**config.mk**
```make
export PLATFORM = sky130hd
export DESIGN_NAME = pspm_ctrl
export DESIGN_NICKNAME = d
export VERILOG_FILES = /design/src/pspm_pkg.sv /design/src/pspm_sync.sv /design/src/pspm_ctrl.sv
export SDC_FILE = /design/constraint.sdc
export NUM_CORES = 1
export LEC_CHECK = 0
export ABC_CLOCK_PERIOD_IN_PS = 8950
export BUFFER_PORTS_ARGS = -buffer_cell sky130_fd_sc_hd__buf_4
export CAP_MARGIN = 25
export CORE_UTILIZATION = 28
export CTS_BUF_LIST = sky130_fd_sc_hd__clkbuf_4 sky130_fd_sc_hd__clkbuf_8
export CTS_CLUSTER_DIAMETER = 100
export DETAILED_ROUTE_END_ITERATION = 10
export PLACE_DENSITY_LB_ADDON = 0.08
export SLEW_MARGIN = 20
export SYNTH_ARGS = -nofsm -noshare
export SYNTH_HDL_FRONTEND = slang
export SYNTH_SLANG_ARGS = --single-unit
export TNS_END_PERCENT = 30
```
**constraint.sdc**
```tcl
create_clock -name clk_i -period 8.95 [get_ports clk_i]
set_clock_uncertainty 0.15 [all_clocks]
set_input_delay 0.895 -clock clk_i [delete_from_list [all_inputs] [get_ports clk_i]]
set_output_delay 0.895 -clock clk_i [all_outputs]
set_load 0.02 [all_outputs]
```
**src/pspm_pkg.sv**
```systemverilog
// Constants, commands and states for the pseudo-static RAM host controller
package pspm_pkg;

  // Clock
  localparam int unsigned CLK_NS = 25;

  // Pin timing, in nanoseconds
  localparam int unsigned T_VHMH_NS = 200000;
  localparam int unsigned T_MHCL_NS = 200000;
  localparam int unsigned T_ACC_NS = 65;
  localparam int unsigned T_PAGE_NS = 18;
  localparam int unsigned T_WP_NS = 65;
  localparam int unsigned T_RECOV_NS = 25;

  // Cycle counts: least times round up, none below one
  localparam int unsigned VHMH_CYC = (T_VHMH_NS + CLK_NS - 1) / CLK_NS;
  localparam int unsigned MHCL_CYC = (T_MHCL_NS + CLK_NS - 1) / CLK_NS;
  localparam int unsigned RD_CYC = (T_ACC_NS + CLK_NS - 1) / CLK_NS;
  localparam int unsigned PG_CYC = (T_PAGE_NS + CLK_NS - 1) / CLK_NS;
  localparam int unsigned WR_CYC = (T_WP_NS + CLK_NS - 1) / CLK_NS;
  localparam int unsigned GAP_CYC = (T_RECOV_NS + CLK_NS - 1) / CLK_NS;
  localparam int unsigned SYNC_LAT = 2;

  // Device address space and unlock sequence
  localparam logic [21:0] TOP_ADDR = 22'h3fffff;
  localparam logic [21:0] DUMMY_ADDR = 22'h000000;
  localparam logic [15:0] UNLOCK_DATA0 = 16'h0000;
  localparam int unsigned PAGE_BIT = 2;
  localparam logic [1:0] DENS_16M = 2'h0;
  localparam logic [1:0] DENS_8M = 2'h1;
  localparam logic [1:0] DENS_4M = 2'h2;
  localparam logic [1:0] DENS_0M = 2'h3;

  // Register offsets (byte addresses)
  localparam logic [7:0] OFS_CTRL = 8'h00;
  localparam logic [7:0] OFS_ADDR = 8'h04;
  localparam logic [7:0] OFS_WDATA = 8'h08;
  localparam logic [7:0] OFS_RDATA = 8'h0c;
  localparam logic [7:0] OFS_MODE = 8'h10;
  localparam logic [7:0] OFS_STATUS = 8'h14;

  // Field positions
  localparam int unsigned CTRL_CMD_LSB = 0;
  localparam int unsigned CTRL_LANE_LSB = 4;

  // Reset values
  localparam logic [1:0] RST_LANES = 2'h3;
  localparam logic [1:0] RST_DENSITY = 2'h0;

  // Commands written to the control register
  localparam logic [2:0] CMD_NONE = 3'h0;
  localparam logic [2:0] CMD_INIT = 3'h1;
  localparam logic [2:0] CMD_READ = 3'h2;
  localparam logic [2:0] CMD_WRITE = 3'h3;
  localparam logic [2:0] CMD_MODESET = 3'h4;
  localparam logic [2:0] CMD_SLEEP = 3'h5;
  localparam logic [2:0] CMD_WAKE = 3'h6;

  typedef enum logic [2:0] {
    S_PWR_LOW,
    S_PWR_HIGH,
    S_IDLE,
    S_ACC,
    S_GAP,
    S_SB2
  } pspm_state_type;

endpackage : pspm_pkg

```
**src/pspm_sync.sv**
```systemverilog
// Two-flop synchroniser for the data pins
`timescale 1ns/1ps
module pspm_sync #(
  parameter int unsigned WIDTH = 16
) (
  input wire logic clk_i,
  input wire logic rst_i,
  input wire logic ce_i,
  input wire logic [WIDTH-1:0] d_i,
  output logic [WIDTH-1:0] q_o
);

  typedef struct packed {
    logic [WIDTH-1:0] s1;
    logic [WIDTH-1:0] s2;
  } pspm_sync_type;

  pspm_sync_type r;
  pspm_sync_type n;

  always_comb begin
    n = r;
    if (ce_i) begin
      n.s1 = d_i;
      n.s2 = r.s1;
    end
  end

  always_ff @(posedge clk_i) begin
    if (rst_i) begin
      r <= '0;
    end else begin
      r <= n;
    end
  end

  assign q_o = r.s2;

endmodule : pspm_sync

```
**src/pspm_ctrl.sv**
```systemverilog
// Host controller driving a pseudo-static RAM, with a Wishbone register port
// Summary of operation
// - Power-up: hold standby pin low, chip select high, then raise standby.
// - After standby rises keep chip select and standby high before accesses.
// - Waking from 0M partial standby repeats the whole power-up sequence.
// - Page is 8 words on the low three address bits; upper bits held.
// - Chip select high or upper address change ends a page.
// - Mode value is undefined at power-up; program it before partial standby.
// - Unlock is two reads then two writes at the top address.
// - First unlock write is 00, second 04 to 07 selects density.
// - Chip select toggles every unlock cycle; output enable toggles in reads.
// - Start unlock only after power-up or an access elsewhere.
//
// Implementation choices: the register addresses and the Wishbone slave port.
`timescale 1ns/1ps
module pspm_ctrl #(
  parameter int unsigned INIT_LOW_CYCLES = pspm_pkg::VHMH_CYC,
  parameter int unsigned INIT_HIGH_CYCLES = pspm_pkg::MHCL_CYC
) (
  input wire logic clk_i,
  input wire logic rst_i,
  input wire logic ce_i,
  input wire logic wb_cyc_i,
  input wire logic wb_stb_i,
  input wire logic wb_we_i,
  input wire logic [7:0] wb_adr_i,
  input wire logic [3:0] wb_sel_i,
  input wire logic [31:0] wb_dat_i,
  output logic [31:0] wb_dat_o,
  output logic wb_ack_o,
  output logic [21:0] mem_addr_o,
  output logic [15:0] mem_dq_o,
  output logic mem_dq_oe_o,
  input wire logic [15:0] mem_dq_i,
  output logic chip_select_n_o,
  output logic output_enable_n_o,
  output logic write_enable_n_o,
  output logic lower_byte_n_o,
  output logic upper_byte_n_o,
  output logic standby_ctrl_o
);

  typedef struct packed {
    pspm_pkg::pspm_state_type st;
    logic [19:0] cnt;
    logic [2:0] ms_idx;
    logic ms_on;
    logic [2:0] pend;
    logic [21:0] addr;
    logic [15:0] wdata;
    logic [1:0] lanes;
    logic [1:0] density;
    logic [15:0] rdata;
    logic init_done;
    logic mode_valid;
    logic page_open;
    logic last_top;
    logic cur_we;
    logic [21:0] a;
    logic [15:0] dq;
    logic dq_oe;
    logic cs_n;
    logic oe_n;
    logic we_n;
    logic lb_n;
    logic ub_n;
    logic sb;
    logic ack;
    logic [31:0] dat;
  } pspm_regs_type;

  pspm_regs_type r;
  pspm_regs_type n;
  logic [15:0] dq_sync;
  logic bus;
  logic go;
  logic [2:0] c;
  logic [2:0] cmd;
  logic cmd_v;
  logic [31:0] m;

  pspm_sync #(
    .WIDTH(16)
  ) u_dq_sync (
    .clk_i(clk_i),
    .rst_i(rst_i),
    .ce_i(ce_i),
    .d_i(mem_dq_i),
    .q_o(dq_sync)
  );

  function automatic logic [31:0] merge(input logic [31:0] old, input logic [31:0] d,
                                        input logic [31:0] msk);
    merge = (old & ~msk) | (d & msk);
  endfunction : merge

  // Starts one bus cycle on the pins
  function automatic pspm_regs_type launch(input pspm_regs_type s, input logic [21:0] a,
                                           input logic w, input logic [15:0] d,
                                           input logic [1:0] ln, input logic [19:0] len);
    pspm_regs_type t;
    t = s;
    t.a = a;
    t.cs_n = 1'b0;
    t.oe_n = w;
    t.we_n = ~w;
    t.dq_oe = w;
    t.dq = d;
    t.lb_n = ~ln[0];
    t.ub_n = ~ln[1];
    t.cur_we = w;
    t.cnt = len;
    t.st = pspm_pkg::S_ACC;
    t.last_top = (a == pspm_pkg::TOP_ADDR);
    launch = t;
  endfunction : launch

  // One step of the unlock: 0 is the dummy read, 1-2 reads, 3-4 writes
  function automatic pspm_regs_type ms_step(input pspm_regs_type s, input logic [2:0] idx);
    logic [19:0] rd_len;
    logic [19:0] wr_len;
    logic [15:0] last;
    rd_len = 20'(pspm_pkg::RD_CYC + pspm_pkg::SYNC_LAT - 1);
    wr_len = 20'(pspm_pkg::WR_CYC - 1);
    last = 16'h0000;
    last[pspm_pkg::PAGE_BIT] = 1'b1;
    last[1:0] = s.density;
    ms_step = s;
    ms_step.ms_idx = idx;
    case (idx)
      3'h0: ms_step = launch(ms_step, pspm_pkg::DUMMY_ADDR, 1'b0, 16'h0000, 2'h3, rd_len);
      3'h1, 3'h2: ms_step = launch(ms_step, pspm_pkg::TOP_ADDR, 1'b0, 16'h0000, 2'h3, rd_len);
      3'h3: ms_step = launch(ms_step, pspm_pkg::TOP_ADDR, 1'b1, pspm_pkg::UNLOCK_DATA0, 2'h3,
                             wr_len);
      default: ms_step = launch(ms_step, pspm_pkg::TOP_ADDR, 1'b1, last, 2'h3,
                                wr_len);
    endcase
  endfunction : ms_step

  always_comb begin
    n = r;
    go = 1'b0;
    c = pspm_pkg::CMD_NONE;
    m = {{8{wb_sel_i[3]}}, {8{wb_sel_i[2]}}, {8{wb_sel_i[1]}}, {8{wb_sel_i[0]}}};
    bus = wb_cyc_i && wb_stb_i && !r.ack;
    cmd = wb_dat_i[pspm_pkg::CTRL_CMD_LSB +: 3];
    cmd_v = bus && wb_we_i && (wb_adr_i == pspm_pkg::OFS_CTRL) && wb_sel_i[0];
    n.ack = bus;
    n.dat = 32'h0;
    if (bus && !wb_we_i) begin
      case (wb_adr_i)
        pspm_pkg::OFS_CTRL: n.dat = {26'h0, r.lanes, 4'h0};
        pspm_pkg::OFS_ADDR: n.dat = {10'h0, r.addr};
        pspm_pkg::OFS_WDATA: n.dat = {16'h0, r.wdata};
        pspm_pkg::OFS_RDATA: n.dat = {16'h0, r.rdata};
        pspm_pkg::OFS_MODE: n.dat = {30'h0, r.density};
        pspm_pkg::OFS_STATUS: n.dat = {26'h0, r.last_top, r.page_open, r.mode_valid,
                                       r.st == pspm_pkg::S_SB2, r.init_done,
                                       !(r.st == pspm_pkg::S_IDLE || r.st == pspm_pkg::S_SB2)};
        default: n.dat = 32'h0;
      endcase
    end
    if (bus && wb_we_i) begin
      case (wb_adr_i)
        pspm_pkg::OFS_CTRL: begin
          if (wb_sel_i[0]) begin
            n.lanes = wb_dat_i[pspm_pkg::CTRL_LANE_LSB +: 2];
          end
        end
        pspm_pkg::OFS_ADDR: n.addr = 22'(merge({10'h0, r.addr}, wb_dat_i, m));
        pspm_pkg::OFS_WDATA: n.wdata = 16'(merge({16'h0, r.wdata}, wb_dat_i, m));
        pspm_pkg::OFS_MODE: n.density = 2'(merge({30'h0, r.density}, wb_dat_i, m));
        default: n.density = r.density;
      endcase
    end

    case (r.st)
      pspm_pkg::S_PWR_LOW: begin
        // Chip select already high before the standby pin rises
        n.cs_n = 1'b1;
        n.sb = 1'b0;
        n.page_open = 1'b0;
        if (r.cnt == 20'h0) begin
          n.sb = 1'b1;
          n.cnt = 20'(INIT_HIGH_CYCLES - 1);
          n.st = pspm_pkg::S_PWR_HIGH;
        end else begin
          n.cnt = r.cnt - 20'h1;
        end
      end
      pspm_pkg::S_PWR_HIGH: begin
        if (r.cnt == 20'h0) begin
          n.init_done = 1'b1;
          n.st = pspm_pkg::S_IDLE;
        end else begin
          n.cnt = r.cnt - 20'h1;
        end
      end
      pspm_pkg::S_IDLE: begin
        if (cmd_v && cmd != pspm_pkg::CMD_NONE) begin
          if (r.page_open && !(cmd == pspm_pkg::CMD_READ && n.addr[21:3] == r.a[21:3])) begin
            // Leaving the page: chip select high ends it first
            n.cs_n = 1'b1;
            n.oe_n = 1'b1;
            n.lb_n = 1'b1;
            n.ub_n = 1'b1;
            n.page_open = 1'b0;
            n.pend = cmd;
            n.cnt = 20'(pspm_pkg::GAP_CYC - 1);
            n.st = pspm_pkg::S_GAP;
          end else begin
            go = 1'b1;
            c = cmd;
          end
        end
      end
      pspm_pkg::S_ACC: begin
        if (r.cnt == 20'h0) begin
          if (!r.cur_we) begin
            n.rdata = dq_sync;
          end
          if (!r.cur_we && !r.ms_on) begin
            // Read leaves the page open with chip select low
            n.page_open = 1'b1;
            n.st = pspm_pkg::S_IDLE;
          end else begin
            n.cs_n = 1'b1;
            n.oe_n = 1'b1;
            n.we_n = 1'b1;
            n.dq_oe = 1'b0;
            n.lb_n = 1'b1;
            n.ub_n = 1'b1;
            n.cnt = 20'(pspm_pkg::GAP_CYC - 1);
            n.st = pspm_pkg::S_GAP;
          end
        end else begin
          n.cnt = r.cnt - 20'h1;
        end
      end
      pspm_pkg::S_GAP: begin
        if (r.cnt != 20'h0) begin
          n.cnt = r.cnt - 20'h1;
        end else if (r.ms_on) begin
          if (r.ms_idx == 3'h4) begin
            n.ms_on = 1'b0;
            n.mode_valid = 1'b1;
            n.st = pspm_pkg::S_IDLE;
          end else begin
            n = ms_step(n, r.ms_idx + 3'h1);
          end
        end else if (r.pend != pspm_pkg::CMD_NONE) begin
          go = 1'b1;
          c = r.pend;
          n.pend = pspm_pkg::CMD_NONE;
        end else begin
          n.st = pspm_pkg::S_IDLE;
        end
      end
      pspm_pkg::S_SB2: begin
        n.sb = 1'b0;
        if (cmd_v && (cmd == pspm_pkg::CMD_WAKE || cmd == pspm_pkg::CMD_INIT)) begin
          if (cmd == pspm_pkg::CMD_INIT || r.density == pspm_pkg::DENS_0M || !r.mode_valid) begin
            go = 1'b1;
            c = pspm_pkg::CMD_INIT;
          end else begin
            n.sb = 1'b1;
            n.cnt = 20'(pspm_pkg::GAP_CYC - 1);
            n.st = pspm_pkg::S_GAP;
          end
        end
      end
      default: n.st = pspm_pkg::S_PWR_LOW;
    endcase

    if (go) begin
      case (c)
        pspm_pkg::CMD_INIT: begin
          n.sb = 1'b0;
          n.cs_n = 1'b1;
          n.init_done = 1'b0;
          n.cnt = 20'(INIT_LOW_CYCLES - 1);
          n.st = pspm_pkg::S_PWR_LOW;
        end
        pspm_pkg::CMD_READ: begin
          if (r.page_open) begin
            // Page hit: only the low address bits and lanes move
            n = launch(n, n.addr, 1'b0, 16'h0000, n.lanes,
                       20'(pspm_pkg::PG_CYC + pspm_pkg::SYNC_LAT - 1));
          end else begin
            n = launch(n, n.addr, 1'b0, 16'h0000, n.lanes,
                       20'(pspm_pkg::RD_CYC + pspm_pkg::SYNC_LAT - 1));
          end
        end
        pspm_pkg::CMD_WRITE: begin
          n = launch(n, n.addr, 1'b1, n.wdata, n.lanes, 20'(pspm_pkg::WR_CYC - 1));
        end
        pspm_pkg::CMD_MODESET: begin
          n.ms_on = 1'b1;
          // A dummy read elsewhere first if the last access hit the top address
          n = ms_step(n, r.last_top ? 3'h0 : 3'h1);
        end
        pspm_pkg::CMD_SLEEP: begin
          n.sb = 1'b0;
          n.st = pspm_pkg::S_SB2;
        end
        default: n.st = r.st;
      endcase
    end
  end

  always_ff @(posedge clk_i) begin
    if (rst_i) begin
      r <= '0;
      r.st <= pspm_pkg::S_PWR_LOW;
      r.cnt <= 20'(INIT_LOW_CYCLES - 1);
      r.lanes <= pspm_pkg::RST_LANES;
      r.density <= pspm_pkg::RST_DENSITY;
      r.cs_n <= 1'b1;
      r.oe_n <= 1'b1;
      r.we_n <= 1'b1;
      r.lb_n <= 1'b1;
      r.ub_n <= 1'b1;
    end else if (ce_i) begin
      r <= n;
    end
  end

  assign wb_dat_o = r.dat;
  assign wb_ack_o = r.ack;
  assign mem_addr_o = r.a;
  assign mem_dq_o = r.dq;
  assign mem_dq_oe_o = r.dq_oe;
  assign chip_select_n_o = r.cs_n;
  assign output_enable_n_o = r.oe_n;
  assign write_enable_n_o = r.we_n;
  assign lower_byte_n_o = r.lb_n;
  assign upper_byte_n_o = r.ub_n;
  assign standby_ctrl_o = r.sb;
endmodule : pspm_ctrl

```
[Word level (Yosys, flattened, before mapping)]
Cells that the tools add are included.
Word-level totals
  word-level logic and storage cells: 221
  bits in registers: 203
  output and inout bits: 78
Operators by class
  equal/unequal tests: 38
  bitwise gates (word level): 10
  add/subtract/negate cells: 2
  reductions and logical operators: 34
  mux-type cells: 109
Operator list (number)
  $pmux 151 s3: 2
  $mux 171: 5
  $mux 62: 4
  $mux 151: 1
  $mux 148: 1
  $mux 141: 1
  $pmux 22 s6: 1
  $pmux 65 s2: 1
  $pmux 43 s3: 1
  $pmux 20 s6: 1
  $mux 23: 5
  $mux 20: 5
  $mux 42: 2
  $mux 81: 1
  $pmux 20 s4: 1
  $mux 24: 3
  $pmux 33 s2: 1
  $mux 3: 18
  $mux 16: 3
  $and 22x22->22: 2
  $mux 22: 2
  $mux 40: 1
  $mux 33: 1
  $pmux 16 s2: 1
  other kinds (47): 129

[Logic depth before layout (Yosys ltp)]
  depth in word-level cells: 21
  mapped depth: 16
  gate-level depth less buffers: 13

[Cells and area by module]
A second synthesis with hierarchy kept.
Second synthesis, totals
  cell total of the unflattened synthesis: 1456
  area total of the unflattened synthesis: 11472.3 um2
By module, submodules not included
  pspm_ctrl: cells each 1337, times used 1, seq. area each 3223.1 um2, area each 10188.5 um2
  pspm_sync: cells each 119, times used 1, seq. area each 640.6 um2, area each 1283.7 um2

[Least setup slack after synthesis]
No wires, ideal clock.
  path type: input port to flip-flop
  start point: in wb_adr_i[4]
  end point: reg r, in the netlist mem_addr_o[9]
  stages on the path: 12
  arrival time: 4.083 ns
  setup time: 0.122 ns
  path slack: 4.595 ns
  cell sequence: buf_2 > or4b_2 > nor4_1 > mux2_2 > a2111oi_4 > nand4_1 > a211oi_2 > buf_4 > buf_6 > nand2_1 > and3_1 > a221o_1
On the way
  longest elaborated chain between the ends: 18
  elaborated cells on any way between the ends: 38
  classes of those cells: 5 x eq/ne; 25 x mux; 8 x reduce/logical
Ends and longest elaborated chain
  from (decl): line pspm_ctrl.sv:26  | input wire logic [7:0] wb_adr_i,
  $eq 8x3->1: line pspm_ctrl.sv:164  | case (wb_adr_i)
  $mux 22: line pspm_ctrl.sv:164
  $mux 42: line pspm_ctrl.sv:163  | if (bus && wb_we_i) begin
  $pmux 151 s3: line pspm_ctrl.sv:130  | case (idx)
  $mux 171: line pspm_ctrl.sv:244  | if (r.ms_idx == 3'h4) begin
  $mux 171: line pspm_ctrl.sv:243  | end else if (r.ms_on) begin
  $mux 171: line pspm_ctrl.sv:241  | if (r.cnt != 20'h0) begin
  $mux 171: line pspm_ctrl.sv:177  | case (r.st)
  (+2 left out)
  $mux 62: line pspm_ctrl.sv:241
  $mux 62: line pspm_ctrl.sv:177
  $mux 141: line pspm_ctrl.sv:243
  $mux 148: line pspm_ctrl.sv:241
  $mux 42: line pspm_ctrl.sv:177
  $mux 151: line pspm_ctrl.sv:285  | if (r.page_open) begin
  $pmux 43 s3: line pspm_ctrl.sv:276  | case (c)
  $mux 171 *: line pspm_ctrl.sv:275  | if (go) begin
  to (signal assigned): line pspm_ctrl.sv:324  | r <= n;
  to (decl): line pspm_ctrl.sv:72  | pspm_regs_type r;
Mark *: on every way between the ends. The rest lies on a longest branch, timed or not. The select of a mux whose other input is x is not followed.
A chain may end at the register's enable or synchronous reset.

[Worst setup path in the final report]
  start point: in wb_adr_i[3]
  end point: reg r, in the netlist mem_addr_o[16]
Same word-level chain as after synthesis.

==> results.sh <==
export IMPL_synth_edff_count=0
export IMPL_multi_input_area_um2=6310
export IMPL_dpl_hpwl_um=30200
export IMPL_worst_r2r_endpoint="mem_addr_o[16]$_SDFFE_PP0P_"
export IMPL_rsz0062_at_grt="no"
export IMPL_required_ps=9250
export IMPL_vdd_drop_max_v=0.0000892
export IMPL_cts_clk_slew_worst_paths_ps=110
export IMPL_clkLatencyLatePin_ps=510
export IMPL_viasPerCell=5.34
export IMPL_pin_count=144
export IMPL_path_max_fanout=32
export IMPL_cts_tree="built"
export IMPL_fin_crit_ps=5530
export IMPL_antenna_found_initial=1
export IMPL_clock_root_buffer="clkbuf_8"
export IMPL_first_pass_iters=5
export IMPL_synthFlopType="dfxtp_1"
export IMPL_critical_path_cell_chain="buf_4 -> or4_1 -> nor3_4 -> nand3_2 -> a221o_1 -> a2111oi_4 -> nand4_1 -> a211oi_4 -> buf_4 -> o31a_1 -> a221o_1"
export IMPL_ys_async_sr_fraction_pct=0
export IMPL_detail_route_antenna_nets=0
export IMPL_grt_overflow_total=0
export IMPL_p_leak_nw=4.67
export IMPL_num_rows=72
export IMPL_reg2reg_depth=9
export IMPL_fmax_mhz=181
export IMPL_yosysTopAreaCell="dfxtp_1"
export IMPL_synth_area_leaders="dfxtp_1, nand2_1, mux2i_1"
export IMPL_pwr_share_clk_pct=37.8
export IMPL_avgRoutedWirePerCell_um=20.9
export IMPL_die_w_um=201
export IMPL_drive_gt1_share_pct=14.2
export IMPL_final_cell_mix="nand2_1, dfxtp_1, buf_4"
export IMPL_synthCells=1418
export IMPL_setup_viol_count_final=0
export IMPL_worst_path_buf_inv=2
export IMPL_switchingPower_uw=493
export IMPL_synth_seq_cells=193
export IMPL_finalCritPeriodShare_pct=61.8
export IMPL_reg2reg_from="wb_ack_o$_SDFFE_PP0P_"
export IMPL_syn_area_per_cell_um2=7.79
export IMPL_vias=10481
export IMPL_grt_usage_pct=20.3
export IMPL_r2r_slack_ps=3550
export IMPL_routed_wl_um=41000
export IMPL_arrival_ps=5830
export IMPL_pwr_density_cell_nw_per_um2=137
export IMPL_post_cts_setup_buffers=0
export IMPL_postCtsHoldBufs=0
export IMPL_synthDistinctLibCells=83
export IMPL_path_class="input port to register"
export IMPL_numCtsBuffers=17
export IMPL_dieArea_um2=40300
export IMPL_slew_violations=0
export IMPL_setup_worst_path_end_class="register"
export IMPL_p_seq_share_pct=52.2
export IMPL_combPwrFrac_pct=10.0
export IMPL_cp_top_family="compound AO/OA/AOI/OAI gates"
export IMPL_fin_area_um2=12400
export IMPL_clk_path_buf_depth=2
export IMPL_core_area_um2=38800
export IMPL_crit_path_top_delay_cell="o31a_1"
export IMPL_hold_path_class="register to register"
export IMPL_drc=0
export IMPL_cts_sink_count=193
export IMPL_area_growth_synth_to_final_pct=12.1
export IMPL_relSlewSlack_pct=39.1
export IMPL_final_nets=1507
export IMPL_start_kind="input port"
export IMPL_ys_warn_count=0
export IMPL_status="complete, no violations"
export IMPL_swShare_pct=29.1
export IMPL_timing_setup_tns_ps=0
export IMPL_max_cap_violations=0
export IMPL_mostFrequentLayoutCell="nand2_1"
export IMPL_start_util_pct=28.5
export IMPL_slowest_delay_ps=750
export IMPL_synth_top_area_share_pct=35.0
export IMPL_grt_pass1_vias=10019
export IMPL_setup_worst_path_end="mem_addr_o[16]$_SDFFE_PP0P_"
export IMPL_cp_depth=11
export IMPL_tightest_slew_ps=913
export IMPL_die_h_um=201
export IMPL_h_tree_depth=4
export IMPL_fillers=4202
export IMPL_grt_max_degree=77
export IMPL_netlist_area_um2=11100
export IMPL_postPlaceCellArea_um2=12000
export IMPL_p_int_mw=1.20
export IMPL_antennaDiodeCount=0
export IMPL_yosysSeqAreaShare_pct=35.0
export IMPL_worst_hold_slack_ps=303
export IMPL_startpoint="wb_adr_i[3]"
export IMPL_drt_iter0_markers=801
export IMPL_grt_first_pass_wirelength_um=62800
export IMPL_cts_resized=0
export IMPL_numPortBuffers=122
export IMPL_seqCellArea_um2=3860
export IMPL_globalplace_congestion=0.920
export IMPL_hold_viol_final=0
cells by family (layout without fill, tap and decap cells):
| group | count (synthesis) | after routing | synth area share [%] |
|---|---|---|---|
| AO/OA/AOI/OAI | 363 | 363 | 21.9 |
| XOR/XNOR | 14 | 14 | 1.11 |
| adder cells (fa/ha/maj) | 8 | 8 | 0.906 |
| buffers and inverters | 178 | 197 | 8.68 |
| flip-flops | 193 | 193 | 35.0 |
| multiplexers | 76 | 76 | 6.93 |
| other | 1 | 10 | 0.0339 |
| AND/OR/NAND/NOR | 585 | 585 | 25.5 |
sequential cells by signal, summed over array words and instances, names as in the netlist:
signal,count
r,93
mem_addr_o,22
wb_dat_o,22
mem_dq_o,16
u_dq_sync.q_o,16
u_dq_sync.r,16
chip_select_n_o,1
lower_byte_n_o,1
mem_dq_oe_o,1
output_enable_n_o,1
standby_ctrl_o,1
upper_byte_n_o,1
wb_ack_o,1
write_enable_n_o,1
worst register-to-register path: stages, from the launching register on:
cell,delay (ps)
dfxtp_1,370
and4b_1,760
nand4_1,800
mux2i_1,840
o211a_1,210
nand4_1,230
a211oi_4,530
buf_4,430
o31a_1,750
a221o_1,270
cell usage after synthesis, types with 6 or more instances:
cell type	number
and2_1	19
clkbuf_1	63
o211ai_1	11
a22oi_1	27
nor3b_1	6
or3_1	11
nand2b_1	12
xor2_1	6
nor2_1	141
mux2i_1	72
a21oi_1	127
o22ai_1	7
nand4_1	13
buf_4	72
buf_2	11
o21ai_1	15
inv_1	24
nand2_1	222
a31oi_1	18
a311oi_1	7
dfxtp_1	193
nor4_1	13
and3_1	17
a211oi_1	19
and4_1	7
nor3_1	27
ha_1	8
nor2b_1	12
buf_1	6
a211o_1	7
nand3_1	47
a2bb2oi_1	6
xnor2_1	8
o21ai_0	38
a221o_1	13
nand4b_1	6
layout make-up:
class | count | share of cell area [%]
multi-input combinational | 1056 | 50.9
sequential | 193 | 31.2
inverter | 25 | 0.758
tap | 518 | 5.23
clock inverter | 13 | 1.32
timing repair buffer | 140 | 8.48
clock buffer | 19 | 2.11
metrics by stage:
| stage | worst slack [ps] | utilization [%] | power [mW] | std cells |
|---|---|---|---|---|
| floorplan | 4600 | - | 1.00 | 1427 |
| global placement | 2920 | 30.8 | 1.07 | 1930 |
| detailed placement | 2920 | 30.8 | 1.07 | 1932 |
| CTS | 3470 | 31.9 | 1.72 | 1964 |
| global route | 3120 | 31.9 | 1.77 | 1964 |
| finish | 3420 | 31.9 | 1.69 | 1964 |
power groups by stage:
stage	Sequential [mW]	Combinational [mW]	Clock (mW)
finish	0.884	0.169	0.640
global route	0.887	0.184	0.702
CTS	0.884	0.169	0.667
detailed placement	0.904	0.169	0
global placement	0.904	0.169	0
floorplan	0.898	0.105	0
worst min-delay path by stage:
| stage | start | end | slack [ps] | cells past startpoint |
|---|---|---|---|---|
| 3_5_place_dp | mem_dq_o[9]$_SDFFE_PP0P_ | mem_dq_o[9]$_SDFFE_PP0P_ | 290 | 2 |
| 6_report | mem_dq_o[9]$_SDFFE_PP0P_ | mem_dq_o[9]$_SDFFE_PP0P_ | 300 | 2 |
| 2_1_floorplan | mem_dq_o[3]$_SDFFE_PP0P_ | mem_dq_o[3]$_SDFFE_PP0P_ | 280 | 2 |
| 3_3_place_gp | mem_dq_o[9]$_SDFFE_PP0P_ | mem_dq_o[9]$_SDFFE_PP0P_ | 290 | 2 |
| 5_1_grt | mem_dq_o[15]$_SDFFE_PP0P_ | mem_dq_o[15]$_SDFFE_PP0P_ | 320 | 2 |
| 4_1_cts | mem_dq_o[9]$_SDFFE_PP0P_ | mem_dq_o[9]$_SDFFE_PP0P_ | 310 | 2 |
metal layers:
layer  GRT usage (%)  part of all wire (%)
met5               0                 0.041
met2            31.6                    45
met1            28.9                    48
met3            3.31                   4.5
met4            5.32                   1.6
Power figures use the tool's default switching activity.
